<file path="config.mk">
export PLATFORM = sky130hd
export DESIGN_NAME = diag_monitor_readback_regs
export DESIGN_NICKNAME = d
export VERILOG_FILES = /design/src/pkg/diag_pkg.sv /design/src/pkg/result_if.sv /design/src/verilog/diag_monitor_readback_regs.sv /design/src/verilog/result_capture.sv
export VERILOG_INCLUDE_DIRS = /design/src /design/src/pkg
export SDC_FILE = /design/constraint.sdc
export NUM_CORES = 1
export LEC_CHECK = 0
export BUFFER_PORTS_ARGS = -buffer_cell sky130_fd_sc_hd__buf_2
export CAP_MARGIN = 20
export CORE_ASPECT_RATIO = 0.75
export CORE_MARGIN = 2
export CORE_UTILIZATION = 51
export DETAILED_ROUTE_END_ITERATION = 7
export GPL_TIMING_DRIVEN = 0
export HOLD_SLACK_MARGIN = 0.06
export PLACE_DENSITY = 0.72
export SYNTH_ARGS = -nofsm -noshare
export SYNTH_HDL_FRONTEND = slang
export SYNTH_SLANG_ARGS = --single-unit
</file>
<file path="constraint.sdc">
create_clock -name MCLK -period 1.5 [get_ports MCLK]
set_clock_uncertainty 0.05 [all_clocks]
set_input_delay 0.3 -clock MCLK [delete_from_list [all_inputs] [get_ports MCLK]]
set_output_delay 0.3 -clock MCLK [all_outputs]
set_load 0.005 [all_outputs]
</file>
<file path="src/pkg/diag_cfg.svh">
`ifndef DIAG_CFG_SVH
`define DIAG_CFG_SVH

// ----------------------------------------
// Register offsets
// ----------------------------------------
`define OFS_OUT2_NEG_HIGH 8'h68
`define OFS_OUT2_NEG_LOW 8'h69
`define OFS_TEMPERATURE_HIGH 8'h6a
`define OFS_TEMPERATURE_LOW 8'h6b
`define OFS_BIAS_LOAD_HIGH 8'h6c
`define OFS_BIAS_LOAD_LOW 8'h6d
`define OFS_ANALOG_SUPPLY_HIGH 8'h6e
`define OFS_ANALOG_SUPPLY_LOW 8'h6f
`define OFS_AUX_INPUT_HIGH 8'h70
`define OFS_AUX_INPUT_LOW 8'h71
`define OFS_STEP_UP_CONVERTER_CONFIG 8'h72

// ----------------------------------------
// Channel identifiers, low nibble of each low register
// ----------------------------------------
`define CHAN_ID_OUT2_NEG 4'h9
`define CHAN_ID_TEMPERATURE 4'ha
`define CHAN_ID_BIAS_LOAD 4'hb
`define CHAN_ID_ANALOG_SUPPLY 4'hc
`define CHAN_ID_AUX_INPUT 4'hd

// ----------------------------------------
// Field positions and reset values
// ----------------------------------------
`define SOURCE_COUNT 5
`define BIT_CONVERTER_BYPASS 7
`define BIT_CONVERTER_OVERCURRENT_GUARD_OFF 6
`define BIT_CONVERTER_KEEP_ON_FAULT 5
`define RST_RESULT 12'h000
`define RST_STEP_UP_CONFIG 8'h00
`define RST_READ_DATA 8'h00
`define UNMAPPED_READ_DATA 8'h00

`endif

</file>
<file path="src/pkg/diag_pkg.sv">
package diag_pkg;

  // ----------------------------------------
  // Types
  // ----------------------------------------
  typedef logic [11:0] result_type;
  typedef logic [7:0] byte_type;

  typedef enum logic [2:0]
  {
    SRC_OUT2_NEG = 3'h0,
    SRC_TEMPERATURE = 3'h1,
    SRC_BIAS_LOAD = 3'h2,
    SRC_ANALOG_SUPPLY = 3'h3,
    SRC_AUX_INPUT = 3'h4
  } source_type;

endpackage

</file>
<file path="src/pkg/result_if.sv">
`include "diag_cfg.svh"

interface result_if;
  import diag_pkg::*;

  result_type result_word [`SOURCE_COUNT];

  modport producer (output result_word);
  modport consumer (input result_word);
endinterface

</file>
<file path="src/verilog/diag_monitor_readback_regs.sv">
`include "diag_cfg.svh"

module diag_monitor_readback_regs import diag_pkg::*;
(
  // Clock and reset
  input wire logic MCLK,
  input wire logic RST,
  // Register port
  input wire logic [7:0] REG_ADDR,
  input wire logic REG_WR,
  input wire logic [7:0] REG_WDATA,
  input wire logic REG_RD,
  output logic [7:0] REG_RDATA,
  output logic REG_RVALID,
  // Monitor results
  input wire logic MON_VALID,
  input wire source_type MON_SEL,
  input wire result_type MON_DATA,
  // Converter control
  input wire logic BIAS_FAULT_PD,
  output logic CONV_BYPASS,
  output logic CONV_OCP_ACTIVE,
  output logic CONV_POWER_ON
);

  // ----------------------------------------
  // Byte formatting
  // ----------------------------------------
  function automatic byte_type high_byte(input result_type r);
    high_byte = r[11:4];
  endfunction

  function automatic byte_type low_byte(input result_type r, input logic [3:0] id);
    low_byte = {r[3:0], id};
  endfunction

  // ----------------------------------------
  // Result store
  // ----------------------------------------
  result_if res ();

  result_capture u_capture
  (
    .clk(MCLK),
    .rst(RST),
    .mon_valid(MON_VALID),
    .mon_sel(MON_SEL),
    .mon_data(MON_DATA),
    .res(res.producer)
  );

  // ----------------------------------------
  // Fault input synchroniser
  // ----------------------------------------
  logic fault_meta_ff;
  logic fault_sync_ff;
  logic nxt_fault_meta;
  logic nxt_fault_sync;

  always_comb
  begin
    nxt_fault_meta = BIAS_FAULT_PD;
    nxt_fault_sync = fault_meta_ff;
  end

  always_ff @(posedge MCLK)
  begin
    if (RST)
    begin
      fault_meta_ff <= 1'b0;
      fault_sync_ff <= 1'b0;
    end
    else
    begin
      fault_meta_ff <= nxt_fault_meta;
      fault_sync_ff <= nxt_fault_sync;
    end
  end

  // ----------------------------------------
  // Converter configuration register
  // ----------------------------------------
  logic bypass_ff;
  logic guard_off_ff;
  logic keep_on_ff;
  logic nxt_bypass;
  logic nxt_guard_off;
  logic nxt_keep_on;

  always_comb
  begin
    nxt_bypass = bypass_ff;
    nxt_guard_off = guard_off_ff;
    nxt_keep_on = keep_on_ff;
    // Reserved bits 4-0 are dropped on write; only 7-5 are stored
    if (REG_WR && (REG_ADDR == `OFS_STEP_UP_CONVERTER_CONFIG))
    begin
      nxt_bypass = REG_WDATA[`BIT_CONVERTER_BYPASS];
      nxt_guard_off = REG_WDATA[`BIT_CONVERTER_OVERCURRENT_GUARD_OFF];
      nxt_keep_on = REG_WDATA[`BIT_CONVERTER_KEEP_ON_FAULT];
    end
  end

  // A literal cannot be bit-selected, so the reset word gets a name
  localparam byte_type rst_config = `RST_STEP_UP_CONFIG;

  always_ff @(posedge MCLK)
  begin
    if (RST)
    begin
      bypass_ff <= rst_config[`BIT_CONVERTER_BYPASS];
      guard_off_ff <= rst_config[`BIT_CONVERTER_OVERCURRENT_GUARD_OFF];
      keep_on_ff <= rst_config[`BIT_CONVERTER_KEEP_ON_FAULT];
    end
    else
    begin
      bypass_ff <= nxt_bypass;
      guard_off_ff <= nxt_guard_off;
      keep_on_ff <= nxt_keep_on;
    end
  end

  // ----------------------------------------
  // Converter control outputs
  // ----------------------------------------
  logic conv_bypass_ff;
  logic conv_ocp_active_ff;
  logic conv_power_on_ff;
  logic nxt_conv_bypass;
  logic nxt_conv_ocp_active;
  logic nxt_conv_power_on;

  always_comb
  begin
    nxt_conv_bypass = bypass_ff;
    nxt_conv_ocp_active = ~guard_off_ff;
    // A bias fault only stops the converter when keep-on is clear
    nxt_conv_power_on = ~bypass_ff & ~(fault_sync_ff & ~keep_on_ff);
  end

  always_ff @(posedge MCLK)
  begin
    if (RST)
    begin
      conv_bypass_ff <= 1'b0;
      conv_ocp_active_ff <= 1'b1;
      conv_power_on_ff <= 1'b1;
    end
    else
    begin
      conv_bypass_ff <= nxt_conv_bypass;
      conv_ocp_active_ff <= nxt_conv_ocp_active;
      conv_power_on_ff <= nxt_conv_power_on;
    end
  end

  // ----------------------------------------
  // Read path
  // ----------------------------------------
  byte_type rdata_ff;
  logic rvalid_ff;
  byte_type nxt_rdata;
  logic nxt_rvalid;
  byte_type read_word;

  always_comb
  begin
    unique case (REG_ADDR)
      `OFS_OUT2_NEG_HIGH:
      begin
        read_word = high_byte(res.result_word[SRC_OUT2_NEG]);
      end
      `OFS_OUT2_NEG_LOW:
      begin
        read_word = low_byte(res.result_word[SRC_OUT2_NEG], `CHAN_ID_OUT2_NEG);
      end
      `OFS_TEMPERATURE_HIGH:
      begin
        read_word = high_byte(res.result_word[SRC_TEMPERATURE]);
      end
      `OFS_TEMPERATURE_LOW:
      begin
        read_word = low_byte(res.result_word[SRC_TEMPERATURE], `CHAN_ID_TEMPERATURE);
      end
      `OFS_BIAS_LOAD_HIGH:
      begin
        read_word = high_byte(res.result_word[SRC_BIAS_LOAD]);
      end
      `OFS_BIAS_LOAD_LOW:
      begin
        read_word = low_byte(res.result_word[SRC_BIAS_LOAD], `CHAN_ID_BIAS_LOAD);
      end
      `OFS_ANALOG_SUPPLY_HIGH:
      begin
        read_word = high_byte(res.result_word[SRC_ANALOG_SUPPLY]);
      end
      `OFS_ANALOG_SUPPLY_LOW:
      begin
        read_word = low_byte(res.result_word[SRC_ANALOG_SUPPLY],
                             `CHAN_ID_ANALOG_SUPPLY);
      end
      `OFS_AUX_INPUT_HIGH:
      begin
        read_word = high_byte(res.result_word[SRC_AUX_INPUT]);
      end
      `OFS_AUX_INPUT_LOW:
      begin
        read_word = low_byte(res.result_word[SRC_AUX_INPUT], `CHAN_ID_AUX_INPUT);
      end
      `OFS_STEP_UP_CONVERTER_CONFIG:
      begin
        // Reserved bits always read back as zero
        read_word = {bypass_ff, guard_off_ff, keep_on_ff, 5'h00};
      end
      default:
      begin
        read_word = `UNMAPPED_READ_DATA;
      end
    endcase
  end

  always_comb
  begin
    nxt_rvalid = REG_RD;
    nxt_rdata = rdata_ff;
    // Data holds between reads so a slow reader sees a stable byte
    if (REG_RD)
    begin
      nxt_rdata = read_word;
    end
  end

  always_ff @(posedge MCLK)
  begin
    if (RST)
    begin
      rdata_ff <= `RST_READ_DATA;
      rvalid_ff <= 1'b0;
    end
    else
    begin
      rdata_ff <= nxt_rdata;
      rvalid_ff <= nxt_rvalid;
    end
  end

  // ----------------------------------------
  // Outputs
  // ----------------------------------------
  // Monitor registers have no write path at all, so writes there are lost
  assign REG_RDATA = rdata_ff;
  assign REG_RVALID = rvalid_ff;
  assign CONV_BYPASS = conv_bypass_ff;
  assign CONV_OCP_ACTIVE = conv_ocp_active_ff;
  assign CONV_POWER_ON = conv_power_on_ff;

endmodule

</file>
<file path="src/verilog/result_capture.sv">
`include "diag_cfg.svh"

module result_capture import diag_pkg::*;
(
  // Clock and reset
  input wire logic clk,
  input wire logic rst,
  // Conversion results from the monitor
  input wire logic mon_valid,
  input wire source_type mon_sel,
  input wire result_type mon_data,
  // Stored results
  result_if.producer res
);

  // ----------------------------------------
  // Result store
  // ----------------------------------------
  result_type result_ff [`SOURCE_COUNT];
  result_type nxt_result [`SOURCE_COUNT];

  always_comb
  begin
    for (int i = 0; i < `SOURCE_COUNT; i++)
    begin
      nxt_result[i] = result_ff[i];
    end
    // Codes above the last source are dropped, not wrapped
    if (mon_valid && (int'(mon_sel) < `SOURCE_COUNT))
    begin
      nxt_result[int'(mon_sel)] = mon_data;
    end
  end

  always_ff @(posedge clk)
  begin
    for (int i = 0; i < `SOURCE_COUNT; i++)
    begin
      if (rst)
      begin
        result_ff[i] <= `RST_RESULT;
      end
      else
      begin
        result_ff[i] <= nxt_result[i];
      end
    end
  end

  always_comb
  begin
    for (int i = 0; i < `SOURCE_COUNT; i++)
    begin
      res.result_word[i] = result_ff[i];
    end
  end

endmodule
</file>
==> results.json <==
{
  "status": "complete, no violations",
  "cp.required_ns": 1.68,
  "clk_pin_slew_ns": 0.08,
  "n_fill_cell": 594,
  "crit_path_end_kind": "flip-flop",
  "finalSetupTns_ns": 0,
  "synthArstFlopShare_pct": 0,
  "synth_area_um2": 3421,
  "antenna_cells": 0,
  "seqCellArea_um2": 1543,
  "antenna_found_initial": 0,
  "drive_gt1_share_pct": 18.85,
  "grt_overflow": 0,
  "grt_pass1_wl_um": 15890,
  "cts_buffer_depth": 2,
  "areaGrowthSynthToFinish_pct": 17.19,
  "fmax_mhz": 675.9,
  "track_usage_pct": 28.41,
  "gp_congestion": 0.9417,
  "setup_viol": 0,
  "cap_violations": 0,
  "synth_cells": 433,
  "ys_seq_area_share_pct": 45.06,
  "fin_crit_sh_pct": 98.63,
  "die_x_um": 98.57,
  "stdcell_count": 569,
  "post-place-cells": 553,
  "pin_count": 49,
  "final_util_pct": 62.82,
  "slew_violations": 0,
  "p_per_area_nw_per_um2": 1056,
  "path_buf_inv": 0,
  "htreeDepth": 3,
  "first_global_vias": 2958,
  "route.detailed.drc": 0,
  "core_um2": 6381,
  "crit_chain": "mux2_2, a32oi_2, a21oi_1, a211oi_2, a21oi_1",
  "synth_ff_type": "dfxtp_1",
  "clock_latency_ns": 0.35,
  "drt_wl_total_um": 10250,
  "crit_path_top_delay_cell": "dfxtp_1",
  "critPathKind": "reg2reg",
  "drt_iter0_markers": 263,
  "port_buffers": 39,
  "cp.arrival_ns": 1.66,
  "drt_first_pass_iters": 5,
  "crit_path_frequent_cell": "a21oi_1",
  "rsz0062_at_grt": "yes",
  "hp-class": "in2reg",
  "crit_fanout": 2,
  "tightest_slew_ns": 0.5783,
  "fin_crit_ns": 1.480,
  "ys_ff_latch": 77,
  "cts_buffers": 9,
  "drt-vias-per-instance": 5.854,
  "whs_ns": 0.1012,
  "drtAntennaViolNets": 0,
  "wire_per_inst_um": 18.01,
  "multi_input_area_um2": 1764,
  "synthesis.nets": 470,
  "nets": 520,
  "max-vdd-ir-drop_mv": 0.7795,
  "dp_hpwl_um": 7423,
  "cts_tree": "done",
  "p_leak_nw": 1.446,
  "synth_edf_count": 0,
  "grt_max_degree": 15,
  "synth_area_per_cell_um2": 7.900,
  "slowest_delay_ns": 0.34,
  "dieHeight_um": 74.93,
  "die_area_um2": 7385,
  "crit_family": "compound AO/OA/AOI/OAI gates",
  "cts_root_buf": "clkbuf_8",
  "synth.distinct_cells": 47,
  "initial_core_util_pct": 53.61,
  "rows": 25,
  "yosysWarnings": 0,
  "total_power_w": 0.004234,
  "hold_violations": 0,
  "slew_headroom_pct": 61.44,
  "vias": 3331,
  "rrSetupSlack_ns": 0.02,
  "numClockSinks": 77,
  "critPathLaunchType": "flip-flop"
}
==> power by group <==
group          leakage (nW)  total [W]  switching [W]  internal [W]
sequential            0.624    0.00211      0.0000239       0.00209
clock                 0.110    0.00175       0.000805      0.000945
combinational         0.712   0.000375       0.000247      0.000128
total                  1.45    0.00423        0.00108       0.00316
==> cell type report <==
cell class	instances	area share (%)
sequential	77	38.48
multi-input combinational	320	44.01
timing repair buffer	39	4.869
inverter	3	0.2809
clock inverter	7	2.466
buffer	33	4.276
clock buffer	9	3.090
tap	81	2.528
==> cell usage in the layout (no fill, tap or decap), types with 2 or more instances in the layout <==
master	n
nor2b_1	5
nand3b_1	4
dfxtp_1	76
nor3_1	4
bufinv_16	2
a32oi_2	2
clkbuf_2	4
clkinv_4	2
and2_1	2
a221oi_1	2
o22a_1	2
buf_2	43
nor2_1	9
o21a_1	2
o311ai_0	2
or3_1	2
nor3b_1	3
a32oi_1	6
nand2b_1	3
nand2_1	135
a31oi_1	4
a221o_1	2
o21ai_0	12
mux2i_1	7
mux2_2	8
and2b_1	3
inv_1	3
buf_6	2
a21oi_1	73
clkbuf_1	19
nand3_1	2
buf_4	3
and2_4	2
and3_1	4
clkbuf_8	9
==> through the flow <==
stage	setup slack, ns	area [um2]
6_report	0.02049	4009
5_1_grt	0.002686	4009
4_1_cts	0.01426	3965
3_5_place_dp	-0.4896	3724
3_3_place_gp	-0.4593	3724
2_1_floorplan	-0.02673	3427
==> layer usage <==
metal	wire [um]	share of wire (%)	track usage, %	vias to the layer above
met2	4384	43	43.84	177
met4	142	1.4	7.610	0
li1	-	-	-	1588
met5	0	0	0	-
met3	1111	11	5.107	12
met1	4607	45	41.60	1554
==> final timing paths <==
kind                                                 start         endpoint  cells after the start
worst max-delay path            u_capture.result_ff[2][11]     REG_RDATA[7]                      5
worst min-delay path                         BIAS_FAULT_PD    fault_meta_ff                      2
worst max register to register  u_capture.result_ff[2][11]     REG_RDATA[7]                      5
worst min register to register                guard_off_ff  CONV_OCP_ACTIVE                      1
==> timing repair <==
action | 4_1_cts | 5_1_grt
endpoints found under the setup margin | 2 | 22
hold buffers | 0 | 0
pin swaps | 0 | 2
setup buffers | 0 | 0
resized for setup | 4 | 13
==> sequential cells by signal, indices dropped and copies added, names as in the netlist <==
name	count
CONV_OCP_ACTIVE	1
fault_meta_ff	1
guard_off_ff	1
REG_RDATA	8
fault_sync_ff	1
keep_on_ff	1
bypass_ff	1
CONV_POWER_ON	1
REG_RVALID	1
u_capture.result_ff	60
CONV_BYPASS	1
==> synth_stat cells (all sizes together), types with 3 or more instances <==
master	n	area (um2)
a31oi	4	25.02
nand2	135	506.7
dfxtp	77	1541
inv	3	11.26
a221oi	4	35.03
and3	4	25.02
and2	4	30.03
a32oi	8	77.58
mux2i	7	70.07
nor3b	3	22.52
a21oi	74	370.4
nor2b	6	37.54
nor3	4	20.02
buf	10	73.81
o21ai	12	60.06
and2b	3	22.52
nor2	9	33.78
nand2b	3	18.77
mux2	8	90.09
clkbuf	23	86.33
nand3b	4	30.03
==> cell families after synthesis <==
family	Yosys count	share of synthesized area [%]
mux	15	4.682
buf+inv	36	5.011
flops	77	45.06
compound gates	121	21.40
simple gates	184	23.85
No activity file was read; power rests on OpenSTA's default activity.
